$ cat src/rtl/readout_params.svh
// register map, field positions, reset values and timing counts
`ifndef READOUT_PARAMS_SVH
`define READOUT_PARAMS_SVH
`define REG_CTRL      4'h0
`define REG_X_START   4'h1
`define REG_X_END     4'h2
`define REG_Y_START   4'h3
`define REG_Y_END     4'h4
`define REG_X_OUT     4'h5
`define REG_Y_OUT     4'h6
`define REG_EXPOSURE  4'h7
`define REG_SUBSAMPLE 4'h8
`define REG_STATUS    4'h9
`define CTRL_STREAM   0
`define CTRL_GLOBAL   1
`define CTRL_MIRROR   2
`define CTRL_FLIP     3
`define CTRL_TRIGGER  4
`define SUB_SKX_LSB   0
`define SUB_SKY_LSB   2
`define SUB_BINX      5
`define SUB_BINXY     6
`define SUB_SUMX      7
`define SUB_SUMXY     8
`define SUB_BINALT    9
`define X_START_RST   12'h008
`define X_END_RST     12'hf07
`define Y_START_RST   12'h008
`define Y_END_RST     12'hac3
`define X_OUT_RST     12'hf00
`define Y_OUT_RST     12'habc
`define EXPOSURE_RST  12'h010
`define CLK_MHZ       20
`define GR_RST_NS     1000
`define GR_RST_CYC    ((`GR_RST_NS * `CLK_MHZ + 999) / 1000)
`endif

$ cat src/rtl/readout_pkg.sv
// types shared by the readout sequencer
package readout_pkg;
  typedef enum logic [2:0] {
    ST_IDLE = 3'b001,
    ST_GRST = 3'b010,
    ST_RUN  = 3'b100
  } seq_state_t;
  typedef struct packed {
    logic        global_mode;
    logic        mirror;
    logic        flip;
    logic [11:0] x_start;
    logic [11:0] x_end;
    logic [11:0] y_start;
    logic [11:0] y_end;
    logic [11:0] x_out;
    logic [11:0] y_out;
    logic [11:0] exposure;
    logic [1:0]  skip_x;
    logic [2:0]  skip_y;
    logic [4:0]  combine;
  } frame_cfg_t;
endpackage

$ cat src/rtl/pixel_array_readout_sequencer.sv
// pixel array readout sequencer: shutter modes, window, mirror, subsampling
// Contract
// rolling mode streams frames at fixed rate, resetting then reading rows.
// reset-to-read interval is equal for every row of a frame.
// exposure changes take effect only at frame boundaries.
// global mode captures one frame; drives mechanical shutter controls.
// window bounds sequencing; output width and height limit delivered image.
// default window reads 3840 by 2748, border up to 8 reachable.
// mirror reads each row from last column to first.
// flip reads rows from last row to first.
// readable colour order follows mirror and flip.
// horizontal skip up to 4x, vertical skip up to 32x.
// horizontal skip shortens rows; vertical skip reduces rows read.
// skipping alone reads every second or fourth pixel pair.
// binning averages, summing adds the combined pixels.
// summing pairs same-colour neighbours; binning adjacent or alternate.
// skip plus sum sums neighbours then skips the next group.
// at 4x or more, summing still combines neighbours.
// host never sets two-axis binning with vertical summing.
// host uses two-axis binning only with vertical skip up to 4x.
// host keeps combine modes to the legal skip combinations.
// mirror, flip and skip act independently on the frame's window.
//
// The plain strobed port and the address map are this design's own decisions.
`include "readout_params.svh"
module pixel_array_readout_sequencer
  import readout_pkg::*;
#(
  parameter int LINE_BLANK = 16
) (
  input  wire logic        core_clk_i,
  input  wire logic        rst_n_i,
  input  wire logic [3:0]  reg_addr_i,
  input  wire logic [15:0] reg_wdata_i,
  input  wire logic        reg_wr_i,
  input  wire logic        reg_rd_i,
  output logic      [15:0] reg_rdata_o,
  output logic             row_rst_o,
  output logic      [11:0] rst_row_o,
  output logic             pix_valid_o,
  output logic      [11:0] col_addr_o,
  output logic      [11:0] row_addr_o,
  output logic      [11:0] nbr_col_o,
  output logic             frame_start_o,
  output logic             comb_bin_o,
  output logic             comb_sum_o,
  output logic             comb_vert_o,
  output logic             global_rst_o,
  output logic             shutter_open_o
);
  localparam logic [7:0] GR_CYC = 8'(`GR_RST_CYC);
  localparam logic [7:0] BLANK  = 8'(LINE_BLANK - 1);

  logic [4:0]  ctrl_ff;
  logic [11:0] x_start_ff, x_end_ff, y_start_ff, y_end_ff;
  logic [11:0] x_out_ff, y_out_ff, exp_ff;
  logic [9:0]  sub_ff;
  frame_cfg_t  fr_ff;
  seq_state_t  state_ff;
  logic [7:0]  gr_cnt_ff, blank_cnt_ff;
  logic        walk_ff, rs_act_ff, rd_act_ff;
  logic [12:0] co_ff, rs_o_ff, rd_o_ff, step_ff;
  logic [11:0] out_row_ff, out_col_ff;
  logic [15:0] frame_cnt_ff;

  // live settings gathered for latching at a frame start
  frame_cfg_t cfg_w;
  assign cfg_w = '{global_mode: ctrl_ff[`CTRL_GLOBAL],
                   mirror: ctrl_ff[`CTRL_MIRROR], flip: ctrl_ff[`CTRL_FLIP],
                   x_start: x_start_ff, x_end: x_end_ff,
                   y_start: y_start_ff, y_end: y_end_ff,
                   x_out: x_out_ff, y_out: y_out_ff, exposure: exp_ff,
                   skip_x: sub_ff[`SUB_SKX_LSB +: 2],
                   skip_y: sub_ff[`SUB_SKY_LSB +: 3],
                   combine: sub_ff[`SUB_BINALT:`SUB_BINX]};

  // subsample steps: read a bayer pair, then jump 2k-1
  wire [12:0] kx_step  = 13'((2 << fr_ff.skip_x) - 1);
  wire [12:0] ky_step  = 13'((2 << fr_ff.skip_y) - 1);
  wire [12:0] span_x   = {1'b0, fr_ff.x_end - fr_ff.x_start};
  wire [12:0] span_y   = {1'b0, fr_ff.y_end - fr_ff.y_start};
  wire [12:0] nxt_co   = co_ff[0] ? co_ff + kx_step : co_ff + 13'h0001;
  wire [12:0] nxt_rs_o = rs_o_ff[0] ? rs_o_ff + ky_step : rs_o_ff + 13'h0001;
  wire [12:0] nxt_rd_o = rd_o_ff[0] ? rd_o_ff + ky_step : rd_o_ff + 13'h0001;
  wire        step_tick = (state_ff == ST_RUN) && !walk_ff
                          && (blank_cnt_ff == BLANK);
  wire        rd_done  = rd_act_ff && (nxt_rd_o > span_y);
  wire        frame_end = step_tick && rd_done;
  wire        roll_go  = ctrl_ff[`CTRL_STREAM] && !ctrl_ff[`CTRL_GLOBAL];
  wire        trig_w   = reg_wr_i && (reg_addr_i == `REG_CTRL)
                         && reg_wdata_i[`CTRL_TRIGGER];
  wire        start_w  = ((state_ff == ST_IDLE) && roll_go)
                         || ((state_ff == ST_GRST) && (gr_cnt_ff == GR_CYC))
                         || (frame_end && !fr_ff.global_mode && roll_go);
  // mirror/flip applied around the frame's own window
  wire [11:0] col_w = fr_ff.mirror ? fr_ff.x_end - co_ff[11:0]
                                   : fr_ff.x_start + co_ff[11:0];
  wire [11:0] rd_row_w = fr_ff.flip ? fr_ff.y_end - rd_o_ff[11:0]
                                    : fr_ff.y_start + rd_o_ff[11:0];
  wire [11:0] rs_row_w = fr_ff.flip ? fr_ff.y_end - rs_o_ff[11:0]
                                    : fr_ff.y_start + rs_o_ff[11:0];
  // same-colour neighbour two columns away, four for alternate binning
  wire [11:0] nbr_d_w = fr_ff.combine[4] ? 12'h004 : 12'h002;
  wire        comb_h_w = |fr_ff.combine[3:0];
  wire [1:0]  order_w = {ctrl_ff[`CTRL_FLIP] ? y_end_ff[0] : y_start_ff[0],
                         ctrl_ff[`CTRL_MIRROR] ? x_end_ff[0]
                                               : x_start_ff[0]};
  wire [4:0]  cmb = sub_ff[`SUB_BINALT:`SUB_BINX];
  wire        cfg_err = (cmb[1] && cmb[3])
                        || (cmb[1] && sub_ff[`SUB_SKY_LSB +: 3] > 3'h2)
                        || ((cmb[0] | cmb[2])
                            && sub_ff[`SUB_SKX_LSB +: 2] == 2'h0)
                        || ((cmb[1] | cmb[3])
                            && sub_ff[`SUB_SKX_LSB +: 2] == 2'h0
                            && sub_ff[`SUB_SKY_LSB +: 3] == 3'h0)
                        || sub_ff[`SUB_SKX_LSB +: 2] == 2'h3
                        || sub_ff[`SUB_SKY_LSB +: 3] > 3'h5;
  wire [15:0] status_w = {frame_cnt_ff[10:0], cfg_err,
                          state_ff != ST_IDLE, order_w, 1'b0};
  logic [15:0] nxt_rdata;
  always_comb begin
    case (reg_addr_i)
      `REG_CTRL:      nxt_rdata = {12'h000, ctrl_ff[3:0]};
      `REG_X_START:   nxt_rdata = {4'h0, x_start_ff};
      `REG_X_END:     nxt_rdata = {4'h0, x_end_ff};
      `REG_Y_START:   nxt_rdata = {4'h0, y_start_ff};
      `REG_Y_END:     nxt_rdata = {4'h0, y_end_ff};
      `REG_X_OUT:     nxt_rdata = {4'h0, x_out_ff};
      `REG_Y_OUT:     nxt_rdata = {4'h0, y_out_ff};
      `REG_EXPOSURE:  nxt_rdata = {4'h0, exp_ff};
      `REG_SUBSAMPLE: nxt_rdata = {6'h00, sub_ff};
      `REG_STATUS:    nxt_rdata = status_w;
      default:        nxt_rdata = 16'h0000;
    endcase
  end

  always_ff @(posedge core_clk_i or negedge rst_n_i) begin
    if (!rst_n_i) begin
      ctrl_ff     <= 5'h00;
      x_start_ff  <= `X_START_RST;
      x_end_ff    <= `X_END_RST;
      y_start_ff  <= `Y_START_RST;
      y_end_ff    <= `Y_END_RST;
      x_out_ff    <= `X_OUT_RST;
      y_out_ff    <= `Y_OUT_RST;
      exp_ff      <= `EXPOSURE_RST;
      sub_ff      <= 10'h000;
      reg_rdata_o <= 16'h0000;
    end else begin
      reg_rdata_o <= reg_rd_i ? nxt_rdata : 16'h0000;
      if (reg_wr_i) begin
        case (reg_addr_i)
          `REG_CTRL:      ctrl_ff <= {1'b0, reg_wdata_i[3:0]};
          `REG_X_START:   x_start_ff <= reg_wdata_i[11:0];
          `REG_X_END:     x_end_ff <= reg_wdata_i[11:0];
          `REG_Y_START:   y_start_ff <= reg_wdata_i[11:0];
          `REG_Y_END:     y_end_ff <= reg_wdata_i[11:0];
          `REG_X_OUT:     x_out_ff <= reg_wdata_i[11:0];
          `REG_Y_OUT:     y_out_ff <= reg_wdata_i[11:0];
          `REG_EXPOSURE:  exp_ff <= reg_wdata_i[11:0];
          `REG_SUBSAMPLE: sub_ff <= reg_wdata_i[9:0];
          default:        ;
        endcase
      end
    end
  end

  // state, frame latch and row stepping
  always_ff @(posedge core_clk_i or negedge rst_n_i) begin
    if (!rst_n_i) begin
      state_ff  <= ST_IDLE;
      fr_ff     <= '0;
      gr_cnt_ff <= 8'h00;
      step_ff   <= 13'h0000;
      rs_act_ff <= 1'b0;
      rd_act_ff <= 1'b0;
      rs_o_ff   <= 13'h0000;
      rd_o_ff   <= 13'h0000;
      out_row_ff <= 12'h000;
      frame_cnt_ff <= 16'h0000;
    end else if (start_w) begin
      state_ff  <= ST_RUN;
      fr_ff     <= cfg_w;
      step_ff   <= 13'h0000;
      rs_act_ff <= !cfg_w.global_mode;
      rd_act_ff <= (cfg_w.exposure == 12'h000);
      rs_o_ff   <= 13'h0000;
      rd_o_ff   <= 13'h0000;
      out_row_ff <= 12'h000;
      frame_cnt_ff <= frame_cnt_ff + 16'(frame_end);
    end else begin
      case (state_ff)
        ST_IDLE: begin
          if (trig_w && reg_wdata_i[`CTRL_GLOBAL]) begin
            state_ff  <= ST_GRST;
            fr_ff.global_mode <= 1'b1;
            gr_cnt_ff <= 8'h00;
          end
        end
        ST_GRST: gr_cnt_ff <= gr_cnt_ff + 8'h01;
        ST_RUN: begin
          if (step_tick) begin
            step_ff <= step_ff + 13'h0001;
            rs_o_ff <= nxt_rs_o;
            if (nxt_rs_o > span_y)
              rs_act_ff <= 1'b0;
            if (step_ff + 13'h0001 == {1'b0, fr_ff.exposure}) begin
              rd_act_ff <= 1'b1;
            end else if (rd_act_ff) begin
              rd_o_ff <= nxt_rd_o;
              if (out_row_ff != fr_ff.y_out)
                out_row_ff <= out_row_ff + 12'h001;
            end
            if (frame_end) begin
              rd_act_ff    <= 1'b0;
              state_ff     <= ST_IDLE;
              frame_cnt_ff <= frame_cnt_ff + 16'h0001;
            end
          end
        end
        default: state_ff <= ST_IDLE;
      endcase
    end
  end

  // column walk then blanking, every step the same length
  always_ff @(posedge core_clk_i or negedge rst_n_i) begin
    if (!rst_n_i) begin
      walk_ff      <= 1'b1;
      co_ff        <= 13'h0000;
      blank_cnt_ff <= 8'h00;
      out_col_ff   <= 12'h000;
    end else if (start_w || state_ff != ST_RUN || step_tick) begin
      walk_ff      <= 1'b1;
      co_ff        <= 13'h0000;
      blank_cnt_ff <= 8'h00;
      out_col_ff   <= 12'h000;
    end else if (walk_ff) begin
      co_ff <= nxt_co;
      if (out_col_ff != fr_ff.x_out)
        out_col_ff <= out_col_ff + 12'h001;
      if (nxt_co > span_x)
        walk_ff <= 1'b0;
    end else begin
      blank_cnt_ff <= blank_cnt_ff + 8'h01;
    end
  end

  wire run_walk = (state_ff == ST_RUN) && walk_ff && !start_w;
  always_ff @(posedge core_clk_i or negedge rst_n_i) begin
    if (!rst_n_i) begin
      row_rst_o      <= 1'b0;
      rst_row_o      <= 12'h000;
      pix_valid_o    <= 1'b0;
      col_addr_o     <= 12'h000;
      row_addr_o     <= 12'h000;
      nbr_col_o      <= 12'h000;
      frame_start_o  <= 1'b0;
      comb_bin_o     <= 1'b0;
      comb_sum_o     <= 1'b0;
      comb_vert_o    <= 1'b0;
      global_rst_o   <= 1'b0;
      shutter_open_o <= 1'b0;
    end else begin
      frame_start_o <= start_w;
      row_rst_o  <= run_walk && rs_act_ff && (co_ff == 13'h0000);
      rst_row_o  <= rs_row_w;
      pix_valid_o <= run_walk && rd_act_ff && (out_col_ff < fr_ff.x_out)
                     && (out_row_ff < fr_ff.y_out);
      col_addr_o <= col_w;
      row_addr_o <= rd_row_w;
      nbr_col_o  <= fr_ff.mirror ? col_w - nbr_d_w : col_w + nbr_d_w;
      comb_bin_o <= fr_ff.combine[0] | fr_ff.combine[1];
      comb_sum_o <= fr_ff.combine[2] | fr_ff.combine[3];
      comb_vert_o <= comb_h_w && (fr_ff.combine[1] | fr_ff.combine[3]);
      global_rst_o <= (state_ff == ST_GRST) && (gr_cnt_ff != GR_CYC);
      shutter_open_o <= fr_ff.global_mode && (state_ff == ST_RUN)
                        && !rd_act_ff && !start_w;
    end
  end

  // checks
  property p_exp_hold;
    @(posedge core_clk_i) disable iff (!rst_n_i)
    (state_ff == ST_RUN) && !start_w |=> $stable(fr_ff.exposure);
  endproperty
  a_exp_hold: assert property (p_exp_hold)
    else $error("exposure changed inside a frame");
  property p_uniform;
    @(posedge core_clk_i) disable iff (!rst_n_i)
    step_tick && rd_act_ff && !fr_ff.global_mode && !start_w
      |-> step_ff >= {1'b0, fr_ff.exposure};
  endproperty
  a_uniform: assert property (p_uniform)
    else $error("row read before its exposure elapsed");
  property p_mirror_first;
    @(posedge core_clk_i) disable iff (!rst_n_i)
    run_walk && co_ff == 13'h0000 |=>
      col_addr_o == ($past(fr_ff.mirror) ? $past(fr_ff.x_end)
                                         : $past(fr_ff.x_start));
  endproperty
  a_mirror_first: assert property (p_mirror_first)
    else $error("row did not start at the mirrored edge");
  property p_flip_first;
    @(posedge core_clk_i) disable iff (!rst_n_i)
    run_walk && rd_act_ff && rd_o_ff == 13'h0000 |=>
      row_addr_o == ($past(fr_ff.flip) ? $past(fr_ff.y_end)
                                       : $past(fr_ff.y_start));
  endproperty
  a_flip_first: assert property (p_flip_first)
    else $error("frame did not start at the flipped edge");
  property p_order;
    @(posedge core_clk_i) disable iff (!rst_n_i)
    $changed(ctrl_ff[`CTRL_MIRROR]) && $stable({x_start_ff[0], x_end_ff[0]})
      && (x_start_ff[0] != x_end_ff[0]) |-> $changed(order_w[0]);
  endproperty
  a_order: assert property (p_order)
    else $error("colour order ignored a mirror change");
  property p_skip;
    @(posedge core_clk_i) disable iff (!rst_n_i)
    run_walk && co_ff[0] && !step_tick |=> co_ff == $past(co_ff)
      + 13'h0001 + ((13'h0001 << $past(fr_ff.skip_x)) << 1) - 13'h0002
      || !walk_ff || state_ff != ST_RUN || $past(nxt_co > span_x);
  endproperty
  a_skip: assert property (p_skip)
    else $error("column skip stride wrong");
  property p_width;
    @(posedge core_clk_i) disable iff (!rst_n_i)
    pix_valid_o |-> $past(out_col_ff) < $past(fr_ff.x_out);
  endproperty
  a_width: assert property (p_width)
    else $error("pixel beyond output width");
  property p_shutter;
    @(posedge core_clk_i) disable iff (!rst_n_i)
    $fell(global_rst_o) |-> ##1 shutter_open_o || rd_act_ff;
  endproperty
  a_shutter: assert property (p_shutter)
    else $error("shutter not opened after global reset");
  c_roll_frame: cover property (@(posedge core_clk_i) disable iff (!rst_n_i)
    frame_end && !fr_ff.global_mode);
  c_global: cover property (@(posedge core_clk_i) disable iff (!rst_n_i)
    $fell(shutter_open_o) ##[1:20] pix_valid_o);
  c_mirror: cover property (@(posedge core_clk_i) disable iff (!rst_n_i)
    pix_valid_o && fr_ff.mirror && fr_ff.skip_x == 2'h2);
endmodule // pixel_array_readout_sequencer

$ cat config.mk
export PLATFORM = sky130hd
export DESIGN_NAME = pixel_array_readout_sequencer
export DESIGN_NICKNAME = d
export VERILOG_FILES = /design/src/rtl/readout_pkg.sv /design/src/rtl/pixel_array_readout_sequencer.sv
export VERILOG_INCLUDE_DIRS = /design/src /design/src/rtl
export SDC_FILE = /design/constraint.sdc
export NUM_CORES = 1
export LEC_CHECK = 0
export BUFFER_PORTS_ARGS = -buffer_cell sky130_fd_sc_hd__buf_2
export CELL_PAD_IN_SITES_DETAIL_PLACEMENT = 1
export CELL_PAD_IN_SITES_GLOBAL_PLACEMENT = 1
export CORE_MARGIN = 1
export CORE_UTILIZATION = 51
export CTS_BUF_LIST = sky130_fd_sc_hd__clkbuf_4 sky130_fd_sc_hd__clkbuf_8
export DETAILED_ROUTE_END_ITERATION = 8
export PLACE_DENSITY = 0.95
export SLEW_MARGIN = 5
export SYNTH_ARGS = -nofsm -noshare
export SYNTH_HDL_FRONTEND = slang
export SYNTH_SLANG_ARGS = --single-unit
$ cat constraint.sdc
create_clock -name core_clk_i -period 7 [get_ports core_clk_i]
set_input_delay 1.4 -clock core_clk_i [delete_from_list [all_inputs] [get_ports core_clk_i]]
set_output_delay 1.4 -clock core_clk_i [all_outputs]
set_load 0.1 [all_outputs]
==> results.tsv <==
stage	metric	value	unit
timing	unrepaired setup endpoints after global routing	no	
timing	Clock Skews	44.05	ps
floorplanning	initial core utilization	0.5218	
cts	hold buffer count at cts	0	
yosys	synthesized area	23280	µm²
worst_setup_path	Worst EP required	7560	ps
global_route	first-pass GRT wire length	132400	µm
worst_setup_path	cells on worst reg2reg path	21	
timing	Slew Limit Fails	0	
detailed_routing	routed len/inst	26.27	µm
final_layout	cell area after layout	25790	µm²
yosys	Synth Warn #	0	
pwr	VDD IR max	0.0004445	V
pwr	Leak Pwr	12.29	nW
global_route	initial antenna violation count	2	
cts	Post-CTS Repair Setup Buffers	0	
run_status	status	finished clean	
yosys	EDFF count, synth	0	
yosys	Synth async-reset ratio	1.000	
timing	endpoints failing setup	0	
detailed_routing	vias per cell	6.501	
yosys	synth unique cells	80	
timing	Max Freq	150.3	MHz
detailed_routing	Total Wirelength	84960	µm
global_route	number of global-route vias before repair	22889	
detailed_routing	antenna-violating nets left	0	
final_layout	fill count	5072	
worst_setup_path	WP data arrival	7210	ps
timing	Slew HR	0.2027	
yosys	largest cells by area after synthesis	dfrtp_1 37%, ha_1 11%, nand2_1 5.6%	
cts	clock sink total	375	
yosys	leading area contributor after synthesis	dfrtp_1	
detailed_routing	via count	21023	
yosys	top cell type's share of synthesized area	0.3720	
cts	CTS Buffer Depth	3	
detailed_routing	Residual DRC	0	
worst_setup_path	WS Path Type	flip-flop to flip-flop	
floorplanning	Die H	215.6	µm
floorplanning	die area	46500	µm²
yosys	commonest cells in the netlist	346 x dfrtp_1, 346 x nand2_1, 207 x ha_1	
cts	clk_lat worst skew	680	ps
timing	min Tclk post-route	6653	ps
timing	Final Cycle Share	0.9504	
timing	Hold Slack	493.4	ps
yosys	sequential share of the synthesized area	0.4047	
worst_setup_path	Critical Path, Cell by Cell	or3_1 > ha_1 > nor3_1 > a21oi_1 > o21ai_0 > and2_1 > ha_1 > a21o_1 > nor3_1 > a21oi_1 > a21o_1 > a21oi_1 > xnor2_1 > ha_1 > or4_1 > a211oi_1 > o32ai_2 > a31oi_4 > buf_4 > o21ai_0 > a22o_1	
final_layout	Syn-to-layout area delta	10.81	%
cts	# H-tree levels	3	
cts	post-cts sizing count	0	
worst_hold_path	Hold Path Depth	1	
cts	clock slew at reported path FFs	60	ps
worst_hold_path	Worst Hold Class	flip-flop to flip-flop	
detailed_routing	Pre-antenna DRT Iters	6	
timing	worst-margin pin slew	1183	ps
worst_setup_path	Crit Path Max Fanout	65	
timing	final hold vios	0	
timing	Setup TNS	0	ps
detailed_routing	DR iter-0 viols	1874	
job	MaxCap Viol Count	0	
yosys	Mapped Cells	2492	
place	DP HPWL	54970	µm
place	placed insts	3110	
worst_setup_path	CP startpoint kind	flip-flop	
worst_setup_path	slowest CP cell	buf_4	
cts	cts bufs inserted	69	
yosys	top_reg_cell synth	dfrtp_1	
final_layout	layout cell share with drive strength beyond 1	0.1489	
place	GP Congestion	0.9289	
cts	clk root buf	clkbuf_8	
pwr	pwr/cell area	460.2	nW/µm²
global_route	grt total ovfl	0	
worst_setup_path	crit end category	flip-flop	
final_layout	multi-input logic area	12940	µm²
floorplanning	io pins	96	
final_layout	fin nets	2832	
place	IO buf count	91	
floorplanning	core area	44610	µm²
global_route	largest net degree at the start of global routing	178	
final_layout	Reg area	9422	µm²
worst_setup_path	CP peak stage delay	690	ps
floorplanning	Die X-Extent	215.6	µm
cts	CTS tree	yes	
final_layout	non-filler cells, final	3234	
place	dpl cell area	24310	µm²
yosys	synthesized flop and latch total	375	
global_route	total global-route track usage	0.3680	
yosys	Avg Cell Area, Syn	9.341	µm²
floorplanning	row cnt	77	
-- cells by family (layout without fill, tap and decap cells) --
group,Yosys count,after routing,share of synthesized area
xor+xnor,162,162,0.06095
fa+ha+maj,218,218,0.1207
simple gates,863,863,0.1740
buf+inv,241,386,0.04096
flops,375,375,0.4047
other cells,1,6,0.0001611
compound gates,506,506,0.1387
mux,126,126,0.05977
-- power by group --
part	total, W	internal [W]	switching [W]
sequential	0.00340	0.00276	0.000632
combinational	0.00616	0.00197	0.00419
clock	0.00231	0.00128	0.00103
total	0.0119	0.00601	0.00586
-- critical path, delay by kind of cell, from the launching register on --
| kind | cells | cell delay, ps |
|---|---|---|
| buffers and inverters | 1 | 690 |
| xor gates and xnor gates | 1 | 130 |
| AOI/OAI and AO/OA | 11 | 2750 |
| adders and majority gates | 3 | 830 |
| DFF | 1 | 470 |
| and+or+nand+nor | 5 | 1650 |
-- cell usage in the layout (no fill, tap or decap), drive strengths merged, types with 15 or more instances in the layout --
cell type	netlist	routed
nand2	346	346
inv	153	155
xor2	62	62
a21oi	139	139
dfrtp	346	346
a31oi	17	17
ha	207	207
xnor2	100	100
a22oi	29	29
nand2b	36	36
buf	31	111
and2	17	17
nor4	16	16
nand3	47	47
a211oi	22	22
o211ai	15	15
dfstp	29	29
mux2i	22	22
nor2	187	187
nand4	31	31
nor3	54	54
or3	21	21
nor2b	28	28
mux2	104	104
and3	26	26
o21ai	138	138
a21o	36	36
clkbuf	56	106
-- through the flow --
step | setup WS, ps | utilization | power, W
floorplan | 1980 | - | 0.007565
global placement | 917.1 | 0.5451 | 0.008707
detailed placement | 574.2 | 0.5451 | 0.009137
CTS | 468.9 | 0.5778 | 0.01171
global route | 91.61 | 0.5782 | 0.01240
finish | 347.2 | 0.5783 | 0.01187
-- final cells by class --
type	instances	share of cell area
diodes	2	0.0001940
flip-flops and latches	375	0.3653
clock inverters	15	0.005433
multi-input cells	1879	0.5017
repair buffers	111	0.02484
well taps	592	0.02872
clock buffers	106	0.05122
inverters	154	0.02260
-- metal layers --
metal	wire, µm	vias to the layer above	share of wire	track usage
met5	25	-	0.00029	0
met2	40560	1143	0.48	0.6078
met3	6902	394	0.081	0.08372
met4	5432	4	0.064	0.2340
li1	-	8918	-	-
met1	32040	10564	0.38	0.4324
-- flip-flops by register name (all words and copies together) (netlist names), 13 cells and up --
register / flops
fr_ff: 97
step_ff: 13
rd_o_ff: 13
rs_o_ff: 13
co_ff: 13
reg_rdata_o: 16
-- worst paths after layout --
kind | start | end | slack (ps)
worst max-delay path | fr_ff[5]$_DFFE_PN0N_ | gr_cnt_ff[2]$_DFFE_PN0P_ | 350
worst min-delay path | frame_cnt_ff[10]$_DFFE_PN0P_ | frame_cnt_ff[10]$_DFFE_PN0P_ | 490
worst max register to register | fr_ff[5]$_DFFE_PN0N_ | gr_cnt_ff[2]$_DFFE_PN0P_ | 350
worst min register to register | frame_cnt_ff[10]$_DFFE_PN0P_ | frame_cnt_ff[10]$_DFFE_PN0P_ | 490
max in group asynchronous | rst_n_i | co_ff[12]$_DFFE_PN0P_ | 4540
min in group asynchronous | rst_n_i | rst_row_o[10]$_DFF_PN0_ | 780
Power figures use the tool's default switching activity.
